`src/rtl/acc_decoder_defs.svh`:
```
`ifndef ACC_DECODER_DEFS_SVH
`define ACC_DECODER_DEFS_SVH

// Accessible configuration variable window.
`define CV_FIRST 10'h201
`define CV_LAST 10'h209
`define CV_COUNT 9
`define CV_IDX_CARD_LO 4'h0
`define CV_IDX_LOCAL 4'h1
`define CV_IDX_ON_A 4'h2
`define CV_IDX_ON_D 4'h5
`define CV_IDX_VERSION 4'h6
`define CV_IDX_ARM 4'h7
`define CV_IDX_CARD_HI 4'h8
`define CARD_LO_MAX 8'h3F
`define ARM_VALUE 8'h00

// Factory defaults.
`define DEF_CARD_LO 8'h01
`define DEF_LOCAL 8'h55
`define DEF_ON_TIME 8'h02
`define DEF_VERSION 8'h01
// Arbitrary maker code, not tied to any real part.
`define DEF_MAKER 8'h5A
`define DEF_CARD_HI 8'h00

// Register word indices; 0 to 8 are the variables themselves.
`define REG_STATUS 4'h9
`define REG_CTRL 4'hA
`define ST_RESTORED 0
`define ST_ARMED 1
`define ST_BUSY 2
`define ST_MATCH 3
`define CTRL_OPS_EN 0
`define CTRL_RESET 32'h0000_0001

// Timing.
`define CLK_HZ 20000000
`define FLASH_MS 100
`define TENTH_MS 100
`define FLASH_CYCLES (`CLK_HZ / 1000 * `FLASH_MS)
`define TENTH_CYCLES (`CLK_HZ / 1000 * `TENTH_MS)
`define SYNC_WAIT 2'h3

`endif

```
`src/rtl/acc_decoder_pkg.sv`:
```
`default_nettype none
package acc_decoder_pkg;
  typedef logic [7:0] cv_byte_t;
  typedef enum logic [1:0] {RS_SETTLE, RS_WRITE, RS_FLASH, RS_RUN} restore_state_e;
endpackage
`default_nettype wire

```
`src/rtl/output_pulse_timer.sv`:
```
`default_nettype none
module output_pulse_timer #(
  parameter int TENTH_CYCLES = 2000000
) (
  input wire logic clk,
  input wire logic rst_n,
  input wire logic start,
  input wire logic stop,
  input wire logic [7:0] on_time,
  output logic out_q
);
  logic [31:0] pre_q;
  logic [7:0] tenths_q;
  logic tick;

  assign tick = (pre_q == 32'(TENTH_CYCLES - 1));

  // The on-time is sampled only at activation, so a rewrite acts next time.
  always_ff @(posedge clk or negedge rst_n) begin
    if (!rst_n) begin
      out_q <= 1'b0;
      tenths_q <= 8'h00;
      pre_q <= 32'h0000_0000;
    end else if (start) begin
      out_q <= 1'b1;
      tenths_q <= on_time;
      pre_q <= 32'h0000_0000;
    end else if (stop) begin
      out_q <= 1'b0;
      tenths_q <= 8'h00;
    end else if (out_q && tenths_q != 8'h00) begin
      pre_q <= tick ? 32'h0000_0000 : pre_q + 32'h0000_0001;
      if (tick) begin
        tenths_q <= tenths_q - 8'h01;
        if (tenths_q == 8'h01) begin
          out_q <= 1'b0;
        end
      end
    end
  end
endmodule // output_pulse_timer
`default_nettype wire

```
`src/rtl/acc_decoder_cv_access.sv`:
```
`include "acc_decoder_defs.svh"
`default_nettype none
module acc_decoder_cv_access
  import acc_decoder_pkg::*;
#(
  parameter int FLASH_CYCLES = `FLASH_CYCLES,
  parameter int TENTH_CYCLES = `TENTH_CYCLES
) (
  input wire logic REF_CLK,
  input wire logic RST_N,
  input wire logic NV_BLANK,
  input wire logic PKT_VALID,
  input wire logic [8:0] PKT_CARD,
  input wire logic [9:0] PKT_CV,
  input wire logic PKT_VERIFY,
  input wire logic PKT_BIT_MODE,
  input wire logic [7:0] PKT_VALUE,
  input wire logic ACT_VALID,
  input wire logic [10:0] ACT_ADDR,
  input wire logic ACT_ON,
  input wire logic [3:0] AVS_ADDRESS,
  input wire logic AVS_READ,
  input wire logic AVS_WRITE,
  input wire logic [31:0] AVS_WRITEDATA,
  output logic [31:0] AVS_READDATA,
  output logic AVS_WAITREQUEST,
  output logic ACK_LED,
  output logic STAT_LED,
  output logic [3:0] OUTPUTS
);

  function automatic logic cv_in_range(input logic [9:0] cv);
    cv_in_range = (cv >= `CV_FIRST) && (cv <= `CV_LAST);
  endfunction

  function automatic cv_byte_t cv_default(input logic [3:0] idx);
    case (idx)
      `CV_IDX_CARD_LO: cv_default = `DEF_CARD_LO;
      `CV_IDX_LOCAL: cv_default = `DEF_LOCAL;
      `CV_IDX_VERSION: cv_default = `DEF_VERSION;
      `CV_IDX_ARM: cv_default = `DEF_MAKER;
      `CV_IDX_CARD_HI: cv_default = `DEF_CARD_HI;
      default: cv_default = `DEF_ON_TIME;
    endcase
  endfunction

  ////////////////////////////////////////////////////////////////////////////
  // Reset release and strap synchronisers.

  logic rst_meta_q;
  logic rst_n_s;
  logic blank_meta_q;
  logic blank_q;

  always_ff @(posedge REF_CLK or negedge RST_N) begin
    if (!RST_N) begin
      rst_meta_q <= 1'b0;
      rst_n_s <= 1'b0;
    end else begin
      rst_meta_q <= 1'b1;
      rst_n_s <= rst_meta_q;
    end
  end

  always_ff @(posedge REF_CLK or negedge rst_n_s) begin
    if (!rst_n_s) begin
      blank_meta_q <= 1'b0;
      blank_q <= 1'b0;
    end else begin
      blank_meta_q <= NV_BLANK;
      blank_q <= blank_meta_q;
    end
  end

  ////////////////////////////////////////////////////////////////////////////
  // Variable store and restore sequencer.

  // The store and the arm flag model nonvolatile memory and are never reset.
  cv_byte_t cv_q [`CV_COUNT];
  logic arm_q;
  restore_state_e rs_q;
  logic [3:0] ridx_q;
  logic [1:0] settle_q;
  logic restored_q;
  logic [31:0] ctrl_q;
  logic run;
  logic [8:0] card;
  logic [3:0] pidx;
  logic pkt_mine;
  logic pkt_ok;
  logic pkt_wr;
  logic pkt_vfy;
  logic vfy_hit;
  logic bus_go;
  logic bus_wr;
  logic ack_q;
  logic [31:0] ack_cnt_q;

  assign run = (rs_q == RS_RUN);
  assign card = {cv_q[`CV_IDX_CARD_HI][2:0], cv_q[`CV_IDX_CARD_LO][5:0]};
  assign pidx = 4'(PKT_CV - `CV_FIRST);
  assign pkt_mine = PKT_VALID && run && ctrl_q[`CTRL_OPS_EN] && PKT_CARD != 9'h000
                    && PKT_CARD == card;
  assign pkt_ok = pkt_mine && cv_in_range(PKT_CV) && !PKT_BIT_MODE;
  assign pkt_wr = pkt_ok && !PKT_VERIFY
                  && !(pidx == `CV_IDX_CARD_LO && PKT_VALUE > `CARD_LO_MAX);
  assign pkt_vfy = pkt_ok && PKT_VERIFY;
  assign vfy_hit = pkt_vfy && cv_q[pidx] == PKT_VALUE;
  assign bus_go = !AVS_WAITREQUEST && run;
  assign bus_wr = bus_go && AVS_WRITE && AVS_ADDRESS < 4'(`CV_COUNT);

  always_ff @(posedge REF_CLK or negedge rst_n_s) begin
    if (!rst_n_s) begin
      rs_q <= RS_SETTLE;
      ridx_q <= 4'h0;
      settle_q <= 2'h0;
      restored_q <= 1'b0;
    end else begin
      case (rs_q)
        RS_SETTLE: begin
          settle_q <= settle_q + 2'h1;
          if (settle_q == `SYNC_WAIT) begin
            rs_q <= (arm_q || blank_q) ? RS_WRITE : RS_RUN;
          end
        end
        RS_WRITE: begin
          ridx_q <= ridx_q + 4'h1;
          if (ridx_q == 4'(`CV_COUNT - 1)) begin
            rs_q <= RS_FLASH;
          end
        end
        RS_FLASH: begin
          if (ack_q && ack_cnt_q == 32'h0000_0000) begin
            restored_q <= 1'b1;
            rs_q <= RS_RUN;
          end
        end
        RS_RUN: rs_q <= RS_RUN;
        default: rs_q <= RS_SETTLE;
      endcase
    end
  end

  // A packet write lands after a bus write to the same variable.
  always_ff @(posedge REF_CLK) begin
    if (rs_q == RS_WRITE) begin
      cv_q[ridx_q] <= cv_default(ridx_q);
    end else begin
      if (bus_wr && AVS_ADDRESS != `CV_IDX_ARM) begin
        cv_q[AVS_ADDRESS] <= AVS_WRITEDATA[7:0];
      end
      if (pkt_wr && pidx != `CV_IDX_ARM) begin
        cv_q[pidx] <= PKT_VALUE;
      end
    end
  end

  always_ff @(posedge REF_CLK) begin
    if (rs_q == RS_WRITE) begin
      arm_q <= 1'b0;
    end else if ((pkt_wr && pidx == `CV_IDX_ARM && PKT_VALUE == `ARM_VALUE)
                 || (bus_wr && AVS_ADDRESS == `CV_IDX_ARM
                     && AVS_WRITEDATA[7:0] == `ARM_VALUE)) begin
      arm_q <= 1'b1;
    end else if (rs_q == RS_SETTLE && settle_q == 2'h0 && arm_q !== 1'b1) begin
      arm_q <= 1'b0;
    end
  end

  ////////////////////////////////////////////////////////////////////////////
  // Indicator LEDs.

  logic ack_fire;
  logic stat_fire;
  logic stat_q;
  logic [31:0] stat_cnt_q;
  logic stat_flash_q;

  assign ack_fire = pkt_wr || vfy_hit || (rs_q == RS_FLASH && !ack_q);
  assign stat_fire = pkt_wr || pkt_vfy;

  always_ff @(posedge REF_CLK or negedge rst_n_s) begin
    if (!rst_n_s) begin
      ack_q <= 1'b0;
      ack_cnt_q <= 32'h0000_0000;
    end else if (ack_fire && !ack_q) begin
      ack_q <= 1'b1;
      ack_cnt_q <= 32'(FLASH_CYCLES - 1);
    end else if (ack_cnt_q != 32'h0000_0000) begin
      ack_cnt_q <= ack_cnt_q - 32'h0000_0001;
    end else begin
      ack_q <= 1'b0;
    end
  end

  always_ff @(posedge REF_CLK or negedge rst_n_s) begin
    if (!rst_n_s) begin
      stat_flash_q <= 1'b0;
      stat_cnt_q <= 32'h0000_0000;
    end else if (stat_fire) begin
      stat_flash_q <= 1'b1;
      stat_cnt_q <= 32'(FLASH_CYCLES - 1);
    end else if (stat_cnt_q != 32'h0000_0000) begin
      stat_cnt_q <= stat_cnt_q - 32'h0000_0001;
    end else begin
      stat_flash_q <= 1'b0;
    end
  end

  // Green is steady after a restore; a flash inverts it for its duration.
  always_ff @(posedge REF_CLK or negedge rst_n_s) begin
    if (!rst_n_s) begin
      stat_q <= 1'b0;
    end else begin
      stat_q <= restored_q ^ stat_flash_q;
    end
  end

  assign ACK_LED = ack_q;
  assign STAT_LED = stat_q;

  ////////////////////////////////////////////////////////////////////////////
  // Accessory outputs.

  logic [10:0] act_base;
  logic act_hit;
  logic [3:0] out_w;

  assign act_base = ACT_ADDR - 11'h001;
  assign act_hit = ACT_VALID && ACT_ADDR != 11'h000 && run
                   && act_base[10:2] == card - 9'h001;

  generate
    for (genvar i = 0; i < 4; i++) begin : g_out
      output_pulse_timer #(
        .TENTH_CYCLES(TENTH_CYCLES)
      ) u_timer (
        .clk(REF_CLK),
        .rst_n(rst_n_s),
        .start(act_hit && ACT_ON && act_base[1:0] == 2'(i)),
        .stop(act_hit && !ACT_ON && act_base[1:0] == 2'(i)),
        .on_time(cv_q[`CV_IDX_ON_A + 4'(i)]),
        .out_q(out_w[i])
      );
    end
  endgenerate

  assign OUTPUTS = out_w;

  ////////////////////////////////////////////////////////////////////////////
  // Avalon-MM slave: one wait state, then one cycle with waitrequest low.

  logic wait_q;
  logic [31:0] rdata_q;
  logic match_q;

  always_ff @(posedge REF_CLK or negedge rst_n_s) begin
    if (!rst_n_s) begin
      wait_q <= 1'b1;
    end else begin
      wait_q <= !((AVS_READ || AVS_WRITE) && wait_q);
    end
  end

  always_ff @(posedge REF_CLK or negedge rst_n_s) begin
    if (!rst_n_s) begin
      rdata_q <= 32'h0000_0000;
    end else if (AVS_READ && wait_q) begin
      if (AVS_ADDRESS < 4'(`CV_COUNT)) begin
        rdata_q <= {24'h00_0000, cv_q[AVS_ADDRESS]};
      end else if (AVS_ADDRESS == `REG_STATUS) begin
        rdata_q <= {28'h000_0000, match_q, !run, arm_q, restored_q};
      end else if (AVS_ADDRESS == `REG_CTRL) begin
        rdata_q <= ctrl_q;
      end else begin
        rdata_q <= 32'h0000_0000;
      end
    end
  end

  always_ff @(posedge REF_CLK or negedge rst_n_s) begin
    if (!rst_n_s) begin
      ctrl_q <= `CTRL_RESET;
    end else if (!AVS_WAITREQUEST && AVS_WRITE && AVS_ADDRESS == `REG_CTRL) begin
      ctrl_q <= {31'h0000_0000, AVS_WRITEDATA[`CTRL_OPS_EN]};
    end
  end

  always_ff @(posedge REF_CLK or negedge rst_n_s) begin
    if (!rst_n_s) begin
      match_q <= 1'b0;
    end else if (pkt_vfy) begin
      match_q <= vfy_hit;
    end
  end

  assign AVS_WAITREQUEST = wait_q;
  assign AVS_READDATA = rdata_q;
endmodule // acc_decoder_cv_access
`default_nettype wire

```
`config.mk`:
```
export PLATFORM = sky130hd
export DESIGN_NAME = acc_decoder_cv_access
export DESIGN_NICKNAME = d
export VERILOG_FILES = /design/src/rtl/acc_decoder_pkg.sv /design/src/rtl/output_pulse_timer.sv /design/src/rtl/acc_decoder_cv_access.sv
export VERILOG_INCLUDE_DIRS = /design/src /design/src/rtl
export SDC_FILE = /design/constraint.sdc
export NUM_CORES = 1
export LEC_CHECK = 0
export ABC_AREA = 1
export BUFFER_PORTS_ARGS = -buffer_cell sky130_fd_sc_hd__buf_2
export CAP_MARGIN = 20
export CORE_MARGIN = 4
export CORE_UTILIZATION = 60
export DETAILED_ROUTE_END_ITERATION = 7
export HOLD_SLACK_MARGIN = 0.12
export PLACE_DENSITY = 0.75
export SLEW_MARGIN = 20
export SYNTH_ARGS = -nofsm -noshare
export SYNTH_HDL_FRONTEND = slang
export SYNTH_SLANG_ARGS = --single-unit
```
`constraint.sdc`:
```
create_clock -name REF_CLK -period 12.8 [get_ports REF_CLK]
set_input_delay 2.56 -clock REF_CLK [delete_from_list [all_inputs] [get_ports REF_CLK]]
set_output_delay 2.56 -clock REF_CLK [all_outputs]
set_load 0.005 [all_outputs]
```
==> results_dict.tcl <==
set metrics [dict create \
    yosysWarnings 0 \
    synth_top_cell_area_share_pct 24.8 \
    drv_slew 0 \
    first_iter_violations 2629 \
    p_per_area_nw_per_um2 109 \
    nets 3725 \
    cpLargestDelayFamily "buffers and inverters" \
    die-width_um 214 \
    slew_headroom_pct 22.1 \
    overflow 0 \
    drt_wl_total_um 75100 \
    p_leak_nw 12.5 \
    synth_cell_types 61 \
    htreeDepth 2 \
    crit_top_cell "nand2_1" \
    final_cell_mix "nand2_1, nor2_1, inv_1, dfrtp_1, nand3_1" \
    pre_cts_ws_ns 5.12 \
    start_util_pct 60.8 \
    cts-buffers-inserted 44 \
    holdCritPathClass "reg2async" \
    cap_violations 0 \
    clk_pin_slew_ns 0.06 \
    reg2reg_slack_ns 8.79 \
    crit_chain "buf_2 > buf_4 > inv_2 > ha_1 > buf_4 > inv_1 > buf_16 > a21oi_1 > o21ai_0 > nand2_1 > nand2_1 > nand2_1 > nand2_1 > nand2_1 > nand2_1 > nand2_1 > nand3_1 > o21bai_1 > nand2_2 > inv_2 > nor2_1" \
    start_kind "input port" \
    crit_arrival_ns 7.44 \
    syn_area_um2 25500 \
    route.detailed.drc 0 \
    cp-startpoint "PKT_CV[0]" \
    num_vias 24400 \
    crit_fanout 74 \
    ctsHoldBuffers 0 \
    worstPathRequired_ns 13.25 \
    die-area_um2 45900 \
    route.met3.wl_um 6850 \
    insertion_delay_ns 0.60 \
    status "complete, no violations" \
    routed.top_layer "met5" \
    track_usage_pct 32.0 \
    ctsResizeCount 0 \
    worstSetupPathType "in2reg" \
    ys_top_cells_by_area "dfrtp_1, nand2_1, edfxtp_1" \
    antenna_found_initial 5 \
    postSynthAreaPerCell_um2 7.11 \
    wire_per_inst_um 17.9 \
    synthFlopType "dfrtp_1" \
    grt_pass1_wl_um 121000 \
    hold_violations 0 \
    final_common_cell "nand2_1" \
    clock.fmax_ghz 0.143 \
    vias_per_cell 5.83 \
    worst-path-buf-inv 7 \
    skew_ns 0.0329 \
    hpwl_um 53700 \
    post_cts_buffers 0 \
    dpl_cell_area_um2 26100 \
    dr.pass1.iters 6 \
    synth_edf_count 128 \
    synthCells 3591 \
    area_growth_pct 8.26 \
    routed-wl-met2_um 33200 \
    utilization_pct 65.8 \
    num_io_pins 123 \
    drive_above_1_share_pct 6.70 \
    rsz0062_at_grt "false" \
    synth_seq_area_share_pct 40.1 \
    cts_tree "yes" \
    dieHeight_um 214 \
    grt_max_degree 78 \
    cp-end-kind "flip-flop" \
    ys_ff_latch 384 \
    async_flop_share_pct 66.4 \
    design_area_um2 27700 \
    rows 75 \
    cts_buffer_depth 3 \
    io_buffers 74 \
    grt_pass1_vias 22900 \
    tightest_slew_ns 1.16 \
    cts_sinks 384 \
    wirelength_met1_um 32400 \
    worst_path_max_delay_cell "buf_4" \
    finalSetupViolations 0 \
    min_period_ns 6.99 \
    ir_drop_mv 0.109 \
    drtAntennaViolNets 0 \
    cpPeakStageDelay_ns 0.59 \
    yosys.area.top_type "dfrtp_1" \
    setup_ws_ns 5.81 \
    fin_setup_tns_ns 0 \
    clockRootBuffer "clkbuf_16" \
    period_share_pct 54.6 \
    placeableCoreArea_um2 42000 \
    r2r_start "cv_q[0][0]" \
    gp_congestion 0.974 \
]
## synth_stat cells, types with 64 or more instances
| cell | instances |
|---|---|
| nand2_1 | 1074 |
| nor2_1 | 413 |
| inv_1 | 370 |
| dfrtp_1 | 253 |
| nand3_1 | 250 |
| o21ai_0 | 219 |
| nor3_1 | 132 |
| xor2_1 | 132 |
| edfxtp_1 | 128 |
| nand4_1 | 72 |
| clkbuf_1 | 65 |
| nor4_1 | 64 |
## worst paths after layout
check                           cells after the start                          to
worst max-delay path                               21               ack_cnt_q[25]
worst min-delay path                                0                blank_meta_q
worst max register to register                     15   g_out[3].u_timer.pre_q[3]
worst min register to register                      0                blank_meta_q
max in group asynchronous                           2  g_out[0].u_timer.pre_q[23]
min in group REF_CLK                                0                     rst_n_s
## where the power goes
group | switching (mW) | leakage, nW | internal, mW
logic | 0.232 | 7.57 | 0.108
clock network | 0.537 | 0.722 | 0.785
registers | 0.0446 | 4.25 | 1.31
## per-layer routing
metal	vias up	GRT usage [%]
met4	2	11.9
met3	192	4.58
met1	11400	46.0
met2	1128	49.6
met5	-	0
li1	11700	-
## metrics by stage
stage,hold slack (ns),cells,power [mW]
final,0.237,4187,3.01
after detailed placement,0.242,4102,1.71
after global routing,0.274,4183,3.13
after floorplan,0.331,3614,1.60
after CTS,0.249,4181,3.02
after global placement,0.243,4100,1.69
## flip-flops by register name, indices dropped and copies added (netlist names), 2 cells and up
signal	count
AVS_READDATA	8
ack_cnt_q	32
cv_q	128
g_out.u_timer.out_q	4
g_out.u_timer.pre_q	128
g_out.u_timer.tenths_q	32
ridx_q	4
rs_q	2
settle_q	2
stat_cnt_q	32
## worst reg2reg max path, cell delays in order (launching register included)
cell	delay, ns
edfxtp_1	0.49
inv_1	0.25
ha_1	0.30
nand2_1	0.10
nor2_1	0.15
xor2_1	0.30
inv_1	0.08
nand2_1	0.07
nand2_1	0.10
nor2_4	0.23
nand4_2	0.42
nand2_1	0.21
nand2_2	0.41
inv_2	0.59
nand3_1	0.15
nand2_1	0.10
## cell type report
| type | count | area, um2 |
|---|---|---|
| fillers | 3766 | 14400 |
| diodes | 4 | 10.0 |
| repair buffers | 92 | 561 |
| multi-input cells | 2705 | 13200 |
| clock buffers | 54 | 1200 |
| flip-flops and latches | 384 | 10300 |
| clock inverters | 25 | 282 |
| well taps | 539 | 674 |
| inverters | 384 | 1450 |
## logic make-up after synthesis
group | count (synthesis) | synth area share (%)
compound gates | 354 | 7.65
simple gates | 2127 | 36.4
xor+xnor | 169 | 5.82
flops | 384 | 40.1
fa+ha+maj | 30 | 1.47
other cells | 2 | 0.0294
buf+inv | 525 | 8.56
Power figures use the tool's default switching activity.
